### config.mk
export PLATFORM = sky130hd
export DESIGN_NAME = bic_top
export DESIGN_NICKNAME = d
export VERILOG_FILES = /design/src/bic_pkg.sv /design/src/bic_top.sv
export SDC_FILE = /design/constraint.sdc
export NUM_CORES = 1
export LEC_CHECK = 0
export BUFFER_PORTS_ARGS = -buffer_cell sky130_fd_sc_hd__buf_2
export CAP_MARGIN = 5
export CORE_MARGIN = 2
export CORE_UTILIZATION = 40
export DETAILED_ROUTE_END_ITERATION = 7
export PLACE_DENSITY = 0.72
export SLEW_MARGIN = 20
export SYNTH_ARGS = -nofsm -noshare
export SYNTH_HDL_FRONTEND = slang
export SYNTH_SLANG_ARGS = --single-unit
### constraint.sdc
create_clock -name aclk -period 4 [get_ports aclk]
set_clock_uncertainty 0.1 [all_clocks]
set_input_delay 1.2 -clock aclk [delete_from_list [all_inputs] [get_ports aclk]]
set_output_delay 1.2 -clock aclk [all_outputs]
set_load 0.01 [all_outputs]
### src/bic_pkg.sv
`default_nettype none
package bic_pkg;
  // Printed offsets 0xC6/0xC7 are not multiples of four: they are register indices
  localparam logic [7:0] CTRL_INDEX   = 8'hC6;
  localparam logic [7:0] STATUS_INDEX = 8'hC7;
  localparam logic [7:0] CONFIG_INDEX = 8'hC8;
  localparam logic [9:0] CTRL_ADDR    = {CTRL_INDEX, 2'b00};
  localparam logic [9:0] STATUS_ADDR  = {STATUS_INDEX, 2'b00};
  localparam logic [9:0] CONFIG_ADDR  = {CONFIG_INDEX, 2'b00};
  localparam logic [7:0] CTRL_RESET   = 8'h00;
  localparam logic [7:0] STATUS_RESET = 8'h00;
  localparam logic [7:0] CONFIG_RESET = 8'h00;
  localparam int INDIRECT_BIT = 7;
  localparam int RECEIVER_BIT = 6;
  localparam int DOWNSTREAM_BIT = 5;
  localparam int GLOBAL_BIT = 0;
  localparam int WAIT_LOCK_BIT = 0;
  localparam logic [7:0] CTRL_MASK    = 8'hE1;
  localparam logic [7:0] CONFIG_MASK  = 8'h01;
  localparam logic [1:0] RESP_OKAY    = 2'b00;
  localparam logic [1:0] RESP_SLVERR  = 2'b10;

  typedef struct packed {
    logic indirect_done;
    logic receiver_present;
    logic receiver_lock;
    logic downstream_irq;
  } bic_event_s;
endpackage : bic_pkg
`default_nettype wire

### src/bic_top.sv
// Design decision made here: the AXI4-Lite interface to the registers.
`default_nettype none
module bic_top
  import bic_pkg::*;
#(
  parameter int ADDR_WIDTH = 10
)(
  input  wire logic                  aclk,
  input  wire logic                  aresetn,
  input  wire logic [ADDR_WIDTH-1:0] s_axi_awaddr,
  input  wire logic                  s_axi_awvalid,
  output logic                       s_axi_awready,
  input  wire logic [31:0]           s_axi_wdata,
  input  wire logic [3:0]            s_axi_wstrb,
  input  wire logic                  s_axi_wvalid,
  output logic                       s_axi_wready,
  output logic [1:0]                 s_axi_bresp,
  output logic                       s_axi_bvalid,
  input  wire logic                  s_axi_bready,
  input  wire logic [ADDR_WIDTH-1:0] s_axi_araddr,
  input  wire logic                  s_axi_arvalid,
  output logic                       s_axi_arready,
  output logic [31:0]                s_axi_rdata,
  output logic [1:0]                 s_axi_rresp,
  output logic                       s_axi_rvalid,
  input  wire logic                  s_axi_rready,
  input  wire bic_event_s            events_in,
  output logic                       irq_out
);

  if (ADDR_WIDTH < 10) begin : g_bad_width
    $error("ADDR_WIDTH must be at least 10");
  end

  bic_event_s            ev_meta_reg;
  bic_event_s            ev_sync_reg;
  bic_event_s            ev_prev_reg;
  logic [7:0]            ctrl_reg;
  logic [7:0]            config_reg;
  logic [7:0]            status_reg;
  logic [7:0]            status_next;
  logic                  irq_reg;
  logic                  aw_hold_reg;
  logic                  w_hold_reg;
  logic [ADDR_WIDTH-1:0] awaddr_reg;
  logic [31:0]           wdata_reg;
  logic [3:0]            wstrb_reg;
  logic                  bvalid_reg;
  logic [1:0]            bresp_reg;
  logic                  rvalid_reg;
  logic [31:0]           rdata_reg;
  logic [1:0]            rresp_reg;
  logic                  wr_fire;
  logic                  status_read;
  logic                  rx_event;
  logic                  ind_event;
  logic                  dn_event;
  logic                  summary;
  logic                  aw_in_range;
  logic                  ar_in_range;
  logic                  aw_mapped;

  // Event inputs come from other logic domains: two-flop synchroniser
  always_ff @(posedge aclk)
  begin
    if (!aresetn)
    begin
      ev_meta_reg <= '0;
      ev_sync_reg <= '0;
      ev_prev_reg <= '0;
    end
    else
    begin
      ev_meta_reg <= events_in;
      ev_sync_reg <= ev_meta_reg;
      ev_prev_reg <= ev_sync_reg;
    end
  end

  assign ind_event = ev_sync_reg.indirect_done & ~ev_prev_reg.indirect_done;
  assign dn_event  = ev_sync_reg.downstream_irq & ~ev_prev_reg.downstream_irq;
  // Receiver found on presence, or on lock when wait-for-lock is selected
  assign rx_event  = config_reg[WAIT_LOCK_BIT]
                     ? (ev_sync_reg.receiver_lock & ~ev_prev_reg.receiver_lock)
                     : (ev_sync_reg.receiver_present & ~ev_prev_reg.receiver_present);

  // Write channel: address and data taken in either order
  assign s_axi_awready = !aw_hold_reg && !bvalid_reg;
  assign s_axi_wready  = !w_hold_reg && !bvalid_reg;
  assign wr_fire       = aw_hold_reg && w_hold_reg && !bvalid_reg;

  // Address bits above the register window must be zero; a shift stays legal when ADDR_WIDTH is 10
  localparam int WINDOW_BITS = 10;
  assign aw_in_range = (awaddr_reg >> WINDOW_BITS) == '0;
  assign ar_in_range = (s_axi_araddr >> WINDOW_BITS) == '0;
  assign aw_mapped   = aw_in_range && (awaddr_reg[9:0] == CTRL_ADDR || awaddr_reg[9:0] == STATUS_ADDR
                       || awaddr_reg[9:0] == CONFIG_ADDR);

  always_ff @(posedge aclk)
  begin
    if (!aresetn)
    begin
      aw_hold_reg <= 1'b0;
      w_hold_reg  <= 1'b0;
      awaddr_reg  <= '0;
      wdata_reg   <= 32'h0000_0000;
      wstrb_reg   <= 4'h0;
      bvalid_reg  <= 1'b0;
      bresp_reg   <= RESP_OKAY;
    end
    else
    begin
      if (s_axi_awvalid && s_axi_awready)
      begin
        aw_hold_reg <= 1'b1;
        awaddr_reg  <= s_axi_awaddr;
      end
      if (s_axi_wvalid && s_axi_wready)
      begin
        w_hold_reg <= 1'b1;
        wdata_reg  <= s_axi_wdata;
        wstrb_reg  <= s_axi_wstrb;
      end
      if (wr_fire)
      begin
        aw_hold_reg <= 1'b0;
        w_hold_reg  <= 1'b0;
        bvalid_reg  <= 1'b1;
        bresp_reg   <= aw_mapped ? RESP_OKAY : RESP_SLVERR;
      end
      else if (bvalid_reg && s_axi_bready)
      begin
        bvalid_reg <= 1'b0;
      end
    end
  end

  assign s_axi_bvalid = bvalid_reg;
  assign s_axi_bresp  = bresp_reg;

  // Control and configuration registers; unused control bits held at zero
  always_ff @(posedge aclk)
  begin
    if (!aresetn)
    begin
      ctrl_reg   <= CTRL_RESET;
      config_reg <= CONFIG_RESET;
    end
    else if (wr_fire && wstrb_reg[0] && aw_in_range)
    begin
      if (awaddr_reg[9:0] == CTRL_ADDR)
        ctrl_reg <= wdata_reg[7:0] & CTRL_MASK;
      if (awaddr_reg[9:0] == CONFIG_ADDR)
        config_reg <= wdata_reg[7:0] & CONFIG_MASK;
    end
  end

  // Read channel
  // Read data is the value before any clear-on-read in the same cycle
  assign s_axi_arready = !rvalid_reg;
  assign status_read   = s_axi_arvalid && s_axi_arready && s_axi_araddr[9:0] == STATUS_ADDR
                         && ar_in_range;

  always_ff @(posedge aclk)
  begin
    if (!aresetn)
    begin
      rvalid_reg <= 1'b0;
      rdata_reg  <= 32'h0000_0000;
      rresp_reg  <= RESP_OKAY;
    end
    else if (s_axi_arvalid && s_axi_arready)
    begin
      rvalid_reg <= 1'b1;
      rresp_reg  <= RESP_OKAY;
      rdata_reg  <= 32'h0000_0000;
      if (!ar_in_range)
        rresp_reg <= RESP_SLVERR;
      else if (s_axi_araddr[9:0] == CTRL_ADDR)
        rdata_reg <= {24'h00_0000, ctrl_reg};
      else if (s_axi_araddr[9:0] == STATUS_ADDR)
        rdata_reg <= {24'h00_0000, status_reg};
      else if (s_axi_araddr[9:0] == CONFIG_ADDR)
        rdata_reg <= {24'h00_0000, config_reg};
      else
        rresp_reg <= RESP_SLVERR;
    end
    else if (rvalid_reg && s_axi_rready)
    begin
      rvalid_reg <= 1'b0;
    end
  end

  assign s_axi_rvalid = rvalid_reg;
  assign s_axi_rdata  = rdata_reg;
  assign s_axi_rresp  = rresp_reg;

  // Sticky source flags, cleared by a status read; a new event wins over the clear
  always_comb
  begin
    status_next = status_reg;
    if (status_read)
      status_next = STATUS_RESET;
    if (ind_event)
      status_next[INDIRECT_BIT] = 1'b1;
    if (rx_event)
      status_next[RECEIVER_BIT] = 1'b1;
    if (dn_event)
      status_next[DOWNSTREAM_BIT] = 1'b1;
    summary = (status_next[INDIRECT_BIT] & ctrl_reg[INDIRECT_BIT])
            | (status_next[RECEIVER_BIT] & ctrl_reg[RECEIVER_BIT])
            | (status_next[DOWNSTREAM_BIT] & ctrl_reg[DOWNSTREAM_BIT]);
    status_next[GLOBAL_BIT] = summary;
    status_next[4:1] = 4'h0;
  end

  // Flags and summary update together on every clock
  always_ff @(posedge aclk)
  begin
    if (!aresetn)
      status_reg <= STATUS_RESET;
    else
      status_reg <= status_next;
  end

  // Registered interrupt line, changing on the same edge as the summary bit
  always_ff @(posedge aclk)
  begin
    if (!aresetn)
      irq_reg <= 1'b0;
    else
      irq_reg <= ctrl_reg[GLOBAL_BIT] & status_next[GLOBAL_BIT];
  end

  assign irq_out = irq_reg;

  // Interrupt line and flag checks
  irq_gate_a: assert property (@(posedge aclk) disable iff (!aresetn)
    irq_out |-> $past(ctrl_reg[GLOBAL_BIT]))
    else $error("interrupt raised without global enable");

  global_off_a: assert property (@(posedge aclk) disable iff (!aresetn)
    !ctrl_reg[GLOBAL_BIT] |=> !irq_out)
    else $error("interrupt raised while globally disabled");

  irq_match_a: assert property (@(posedge aclk) disable iff (!aresetn)
    irq_out == (ctrl_reg[GLOBAL_BIT] & status_reg[GLOBAL_BIT]) || $changed(ctrl_reg))
    else $error("interrupt output disagrees with summary");

  irq_clear_a: assert property (@(posedge aclk) disable iff (!aresetn)
    status_read && !ind_event && !rx_event && !dn_event
    |=> !irq_out)
    else $error("interrupt kept after status read");

  summary_ok_a: assert property (@(posedge aclk) disable iff (!aresetn)
    status_reg[GLOBAL_BIT] == |(status_reg[7:5] & $past(ctrl_reg[7:5])))
    else $error("summary bit wrong");

  indirect_set_a: assert property (@(posedge aclk) disable iff (!aresetn)
    ind_event |=> status_reg[INDIRECT_BIT])
    else $error("indirect done flag not set");

  receiver_set_a: assert property (@(posedge aclk) disable iff (!aresetn)
    rx_event |=> status_reg[RECEIVER_BIT])
    else $error("receiver found flag not set");

  rx_presence_a: assert property (@(posedge aclk) disable iff (!aresetn)
    !config_reg[WAIT_LOCK_BIT] && ev_sync_reg.receiver_present && !ev_prev_reg.receiver_present
    |=> status_reg[RECEIVER_BIT])
    else $error("receiver presence not flagged");

  downstream_set_a: assert property (@(posedge aclk) disable iff (!aresetn)
    dn_event |=> status_reg[DOWNSTREAM_BIT])
    else $error("downstream flag not set");

  lock_wait_a: assert property (@(posedge aclk) disable iff (!aresetn)
    $rose(status_reg[RECEIVER_BIT]) && $past(config_reg[WAIT_LOCK_BIT])
    |-> $past(ev_sync_reg.receiver_lock))
    else $error("receiver flag set before lock");

  config_mask_a: assert property (@(posedge aclk) disable iff (!aresetn)
    config_reg[7:1] == 7'h00)
    else $error("unused configuration bits not zero");

  unused_zero_a: assert property (@(posedge aclk) disable iff (!aresetn)
    status_reg[4:1] == 4'h0 && ctrl_reg[4:1] == 4'h0)
    else $error("unused bits not zero");

  indirect_en_a: assert property (@(posedge aclk) disable iff (!aresetn)
    status_reg[INDIRECT_BIT] && ctrl_reg[INDIRECT_BIT] && ctrl_reg[GLOBAL_BIT]
    && !status_read |=> irq_out)
    else $error("enabled indirect source not forwarded");

  receiver_en_a: assert property (@(posedge aclk) disable iff (!aresetn)
    status_reg[RECEIVER_BIT] && ctrl_reg[RECEIVER_BIT] && ctrl_reg[GLOBAL_BIT]
    && !status_read |=> irq_out)
    else $error("enabled receiver source not forwarded");

  downstream_en_a: assert property (@(posedge aclk) disable iff (!aresetn)
    status_reg[DOWNSTREAM_BIT] && ctrl_reg[DOWNSTREAM_BIT] && ctrl_reg[GLOBAL_BIT]
    && !status_read |=> irq_out)
    else $error("enabled downstream source not forwarded");

  flags_sticky_a: assert property (@(posedge aclk) disable iff (!aresetn)
    !status_read |=> &(status_reg[7:5] | ~$past(status_reg[7:5])))
    else $error("source flag lost without status read");

  status_clear_a: assert property (@(posedge aclk) disable iff (!aresetn)
    status_read && !ind_event && !rx_event && !dn_event
    |=> status_reg == STATUS_RESET)
    else $error("status not cleared by read");

  // Register bus checks
  ctrl_write_a: assert property (@(posedge aclk) disable iff (!aresetn)
    wr_fire && wstrb_reg[0] && aw_in_range && awaddr_reg[9:0] == CTRL_ADDR
    |=> ctrl_reg == ($past(wdata_reg[7:0]) & CTRL_MASK))
    else $error("control write not stored");

  strobe_ignore_a: assert property (@(posedge aclk) disable iff (!aresetn)
    wr_fire && !wstrb_reg[0] |=> $stable(ctrl_reg) && $stable(config_reg))
    else $error("write without byte strobe changed a register");

  write_resp_a: assert property (@(posedge aclk) disable iff (!aresetn)
    wr_fire |=> s_axi_bvalid && s_axi_bresp == ($past(aw_mapped) ? RESP_OKAY : RESP_SLVERR))
    else $error("write response missing or wrong");

  bvalid_once_a: assert property (@(posedge aclk) disable iff (!aresetn)
    s_axi_bvalid && s_axi_bready |=> !s_axi_bvalid)
    else $error("write response repeated");

  read_resp_a: assert property (@(posedge aclk) disable iff (!aresetn)
    s_axi_arvalid && s_axi_arready |=> s_axi_rvalid)
    else $error("read response missing");

  read_done_a: assert property (@(posedge aclk) disable iff (!aresetn)
    s_axi_rvalid && s_axi_rready |=> !s_axi_rvalid)
    else $error("read response repeated");

endmodule // bic_top
`default_nettype wire

==> results by group <==
Run status
  – Status: finished, final reports clean

Detailed routing
  – Iter 0 DRT Violations: 55
  – Post-route ant nets: 0
  – DR vias: 1554
  – Post-route DRC violation count: 0
  – Drt wl/cell: 10.4 um
  – Post-Route WL: 3.57 mm
  – Pre-Repair DR Iteration Count: 4
  – Vias/cell: 4.50

Pwr
  – Worst VDD drop: 197 uV
  – Power density over the cells: 373 nW/um^2
  – Lkg Pwr: 1.03 nW

Timing
  – Worst slew margin: 0.535
  – Peak Freq: 390 MHz
  – Final worst-path cycle share: 0.640
  – Unrepaired setup endpoints after global routing: no
  – Worst-Margin Slew: 0.698 ns
  – Hold slack: 0.338 ns
  – Final Hold Vio Count: 0
  – Final max-slew violation count: 0
  – TNS Setup: 0 ns
  – Post-layout minimum cycle time: 2.56 ns
  – Final setup viols: 0

Floorplan
  – Die height: 76.2 um
  – Die X: 76.2 um
  – Initial core utilization: 0.411
  – Rows: 26
  – Die Area: 5810 um^2
  – Core area: 5070 um^2
  – Io pins: 109

Global routing
  – Vias in the first global route: 1351
  – Initial antenna violation count: 0
  – Total gr overflow: 0
  – Largest net degree at the start of global routing: 50
  – Tot GR Track Use: 0.128
  – First-pass GRT wire length: 6.10 mm

Final layout
  – Commonest cells after routing, fill and taps aside: dfxtp_1 (47), buf_2 (47), nand2_1 (36)
  – Layout overhead on the synthesized area: 12.7%
  – Share of layout cells above drive strength 1: 0.225
  – Max reg flops: 10
  – Number of diodes: 0
  – # nets final: 341

Place
  – Dpl hpwl: 2.66 mm
  – Port bufs: 47
  – Gpl congestion: 0.788

Worst setup path
  – Largest stage delay on the critical path: 0.57 ns
  – Critical-path cell list: buf_2 > or4_4 > nor4_4 > a21boi_0 > o211a_1
  – Worst reg2reg path endpoint: ctrl_reg[0]
  – FF-to-FF setup slack: 2.26 ns
  – CP Launch Point: s_axi_araddr[7]
  – R2R Path Start: awaddr_reg[6]
  – R2R cell count: 4
  – Slowest CP cell: or4_4
  – Setup crit start kind: input pin
  – WS Path Type: input pin to flip-flop
  – CP Data Required Time: 4.08 ns
  – CP Max Fanout: 5
  – CP Capture Point: irq_out
  – CP Data Arrival Time: 2.64 ns
  – Worst Setup End Kind: flip-flop

Clock tree
  – CTS buffer count: 5
  – CTS Root Cell: clkbuf_8
  – CTS tree: yes
  – Cts hold-fix bufs: 0
  – Post-CTS setup buffers: 0
  – Register clock-pin slew on the reported worst setup and hold paths: 0.08 ns
  – Worst-Skew Late Latency: 0.29 ns
  – CTS resizes: 0
  – H-tree levels: 2
  – CTS Buffer Depth: 2
  – Sink Count: 47

Synth
  – Complex-gate fraction of the synthesized area: 0.139
  – Library cells used by synthesis: 37
  – #FFs+latches synth: 47
  – YS warnings: 0
  – Multiplexer share of the synthesized area: 0.0432
  – Largest family of logic cells by synthesized area: simple AND/OR/NAND/NOR gates
  – Seq/Total Area, Yosys: 0.451
  – Mapped Area: 2090 um^2
  – Simple logic cell fraction of the synthesized area: 0.234
  – Post-synthesis adder-cell area fraction: 0
  – XOR/XNOR share of the synthesized area: 0
  – Avg Cell Area, Syn: 9.15 um^2
  – Mapped Cells: 228

Worst hold path
  – Hold Path Class: flip-flop to flip-flop

Job
  – Max Cap Viol: 0
## area by class of cell
cell class,count,area [um^2]
Multi-Input combinational cell,167,981
Clock inverter,2,12.5
Sequential cell,47,941
Timing Repair Buffer,47,235
Inverter,6,22.5
Fill cell,518,2720
Tap cell,70,87.6
Clock buffer,6,72.6
## cell usage after synthesis, drive strengths merged
library cell	n	area share
clkbuf	7	0.013
nand2	36	0.065
inv	6	0.011
nand3	5	0.012
nor4bb	1	0.0048
buf	30	0.11
o21ai	8	0.019
o32ai	1	0.0042
nor2b	7	0.021
and4b	1	0.0048
a22oi	1	0.0036
o211a	2	0.0096
mux2i	9	0.043
nand2b	3	0.0090
o311a	1	0.0048
nor2	8	0.014
and2	17	0.051
conb	1	0.0018
a21o	1	0.0036
or4	1	0.0054
a21oi	3	0.0072
nor4	2	0.020
nor4b	2	0.0084
or4b	1	0.0048
a31o	1	0.0042
nand4	2	0.0060
o22ai	2	0.0060
nand3b	2	0.0072
a21boi	14	0.052
a31oi	2	0.0060
dfxtp	47	0.45
a22o	4	0.019
## worst max-delay path: cells and delay by family
kind / cells / cell delay, ns
AND/OR/NAND/NOR: 2 / 0.95
buffers and inverters: 1 / 0.09
AO/OA/AOI/OAI: 2 / 0.39
## how the worst min path moves through the flow
| stage | from | slack, ns | endpoint | cells after the start |
|---|---|---|---|---|
| 4_1_cts | ev_meta_reg[2] | 0.34 | ev_sync_reg[2] | 1 |
| 6_report | ev_meta_reg[2] | 0.34 | ev_sync_reg[2] | 1 |
| 3_5_place_dp | ev_meta_reg[2] | 0.32 | ev_sync_reg[2] | 1 |
| 2_1_floorplan | ev_meta_reg[0] | 0.31 | ev_sync_reg[0] | 1 |
| 3_3_place_gp | ev_meta_reg[1] | 0.31 | ev_sync_reg[1] | 1 |
| 5_1_grt | ev_meta_reg[2] | 0.36 | ev_sync_reg[2] | 1 |
## report_power, final
group | switching [mW] | internal [mW]
Sequential | 0.0136 | 0.490
Clock | 0.151 | 0.122
Combinational | 0.0585 | 0.0419
Total | 0.223 | 0.654
## logic make-up after synthesis
| group | after synthesis |
|---|---|
| simple gates | 88 |
| flops | 47 |
| buf+inv | 43 |
| compound gates | 40 |
| mux | 9 |
| other cells | 1 |
## per-layer routing
| layer | vias to the layer above | GRT usage | share of wire |
|---|---|---|---|
| li1 | 800 | - | - |
| met1 | 689 | 0.166 | 0.46 |
| met2 | 61 | 0.200 | 0.46 |
| met3 | 4 | 0.0367 | 0.068 |
| met4 | 0 | 0.0491 | 0.012 |
| met5 | - | 0 | 0 |
## through the flow
| stage | utilization | instances | power [mW] | instance area, um^2 | setup slack [ns] |
|---|---|---|---|---|---|
| 2_1_floorplan | - | 257 | 0.602 | 2200 | 1.34 |
| 3_3_place_gp | 0.447 | 337 | 0.613 | 2270 | 1.13 |
| 3_5_place_dp | 0.447 | 337 | 0.616 | 2270 | 1.13 |
| 4_1_cts | 0.464 | 345 | 0.886 | 2350 | 1.43 |
| 5_1_grt | 0.464 | 345 | 0.923 | 2350 | 1.38 |
| 6_report | 0.464 | 345 | 0.877 | 2350 | 1.44 |
Note: power is estimated with default switching activity, not from simulation.
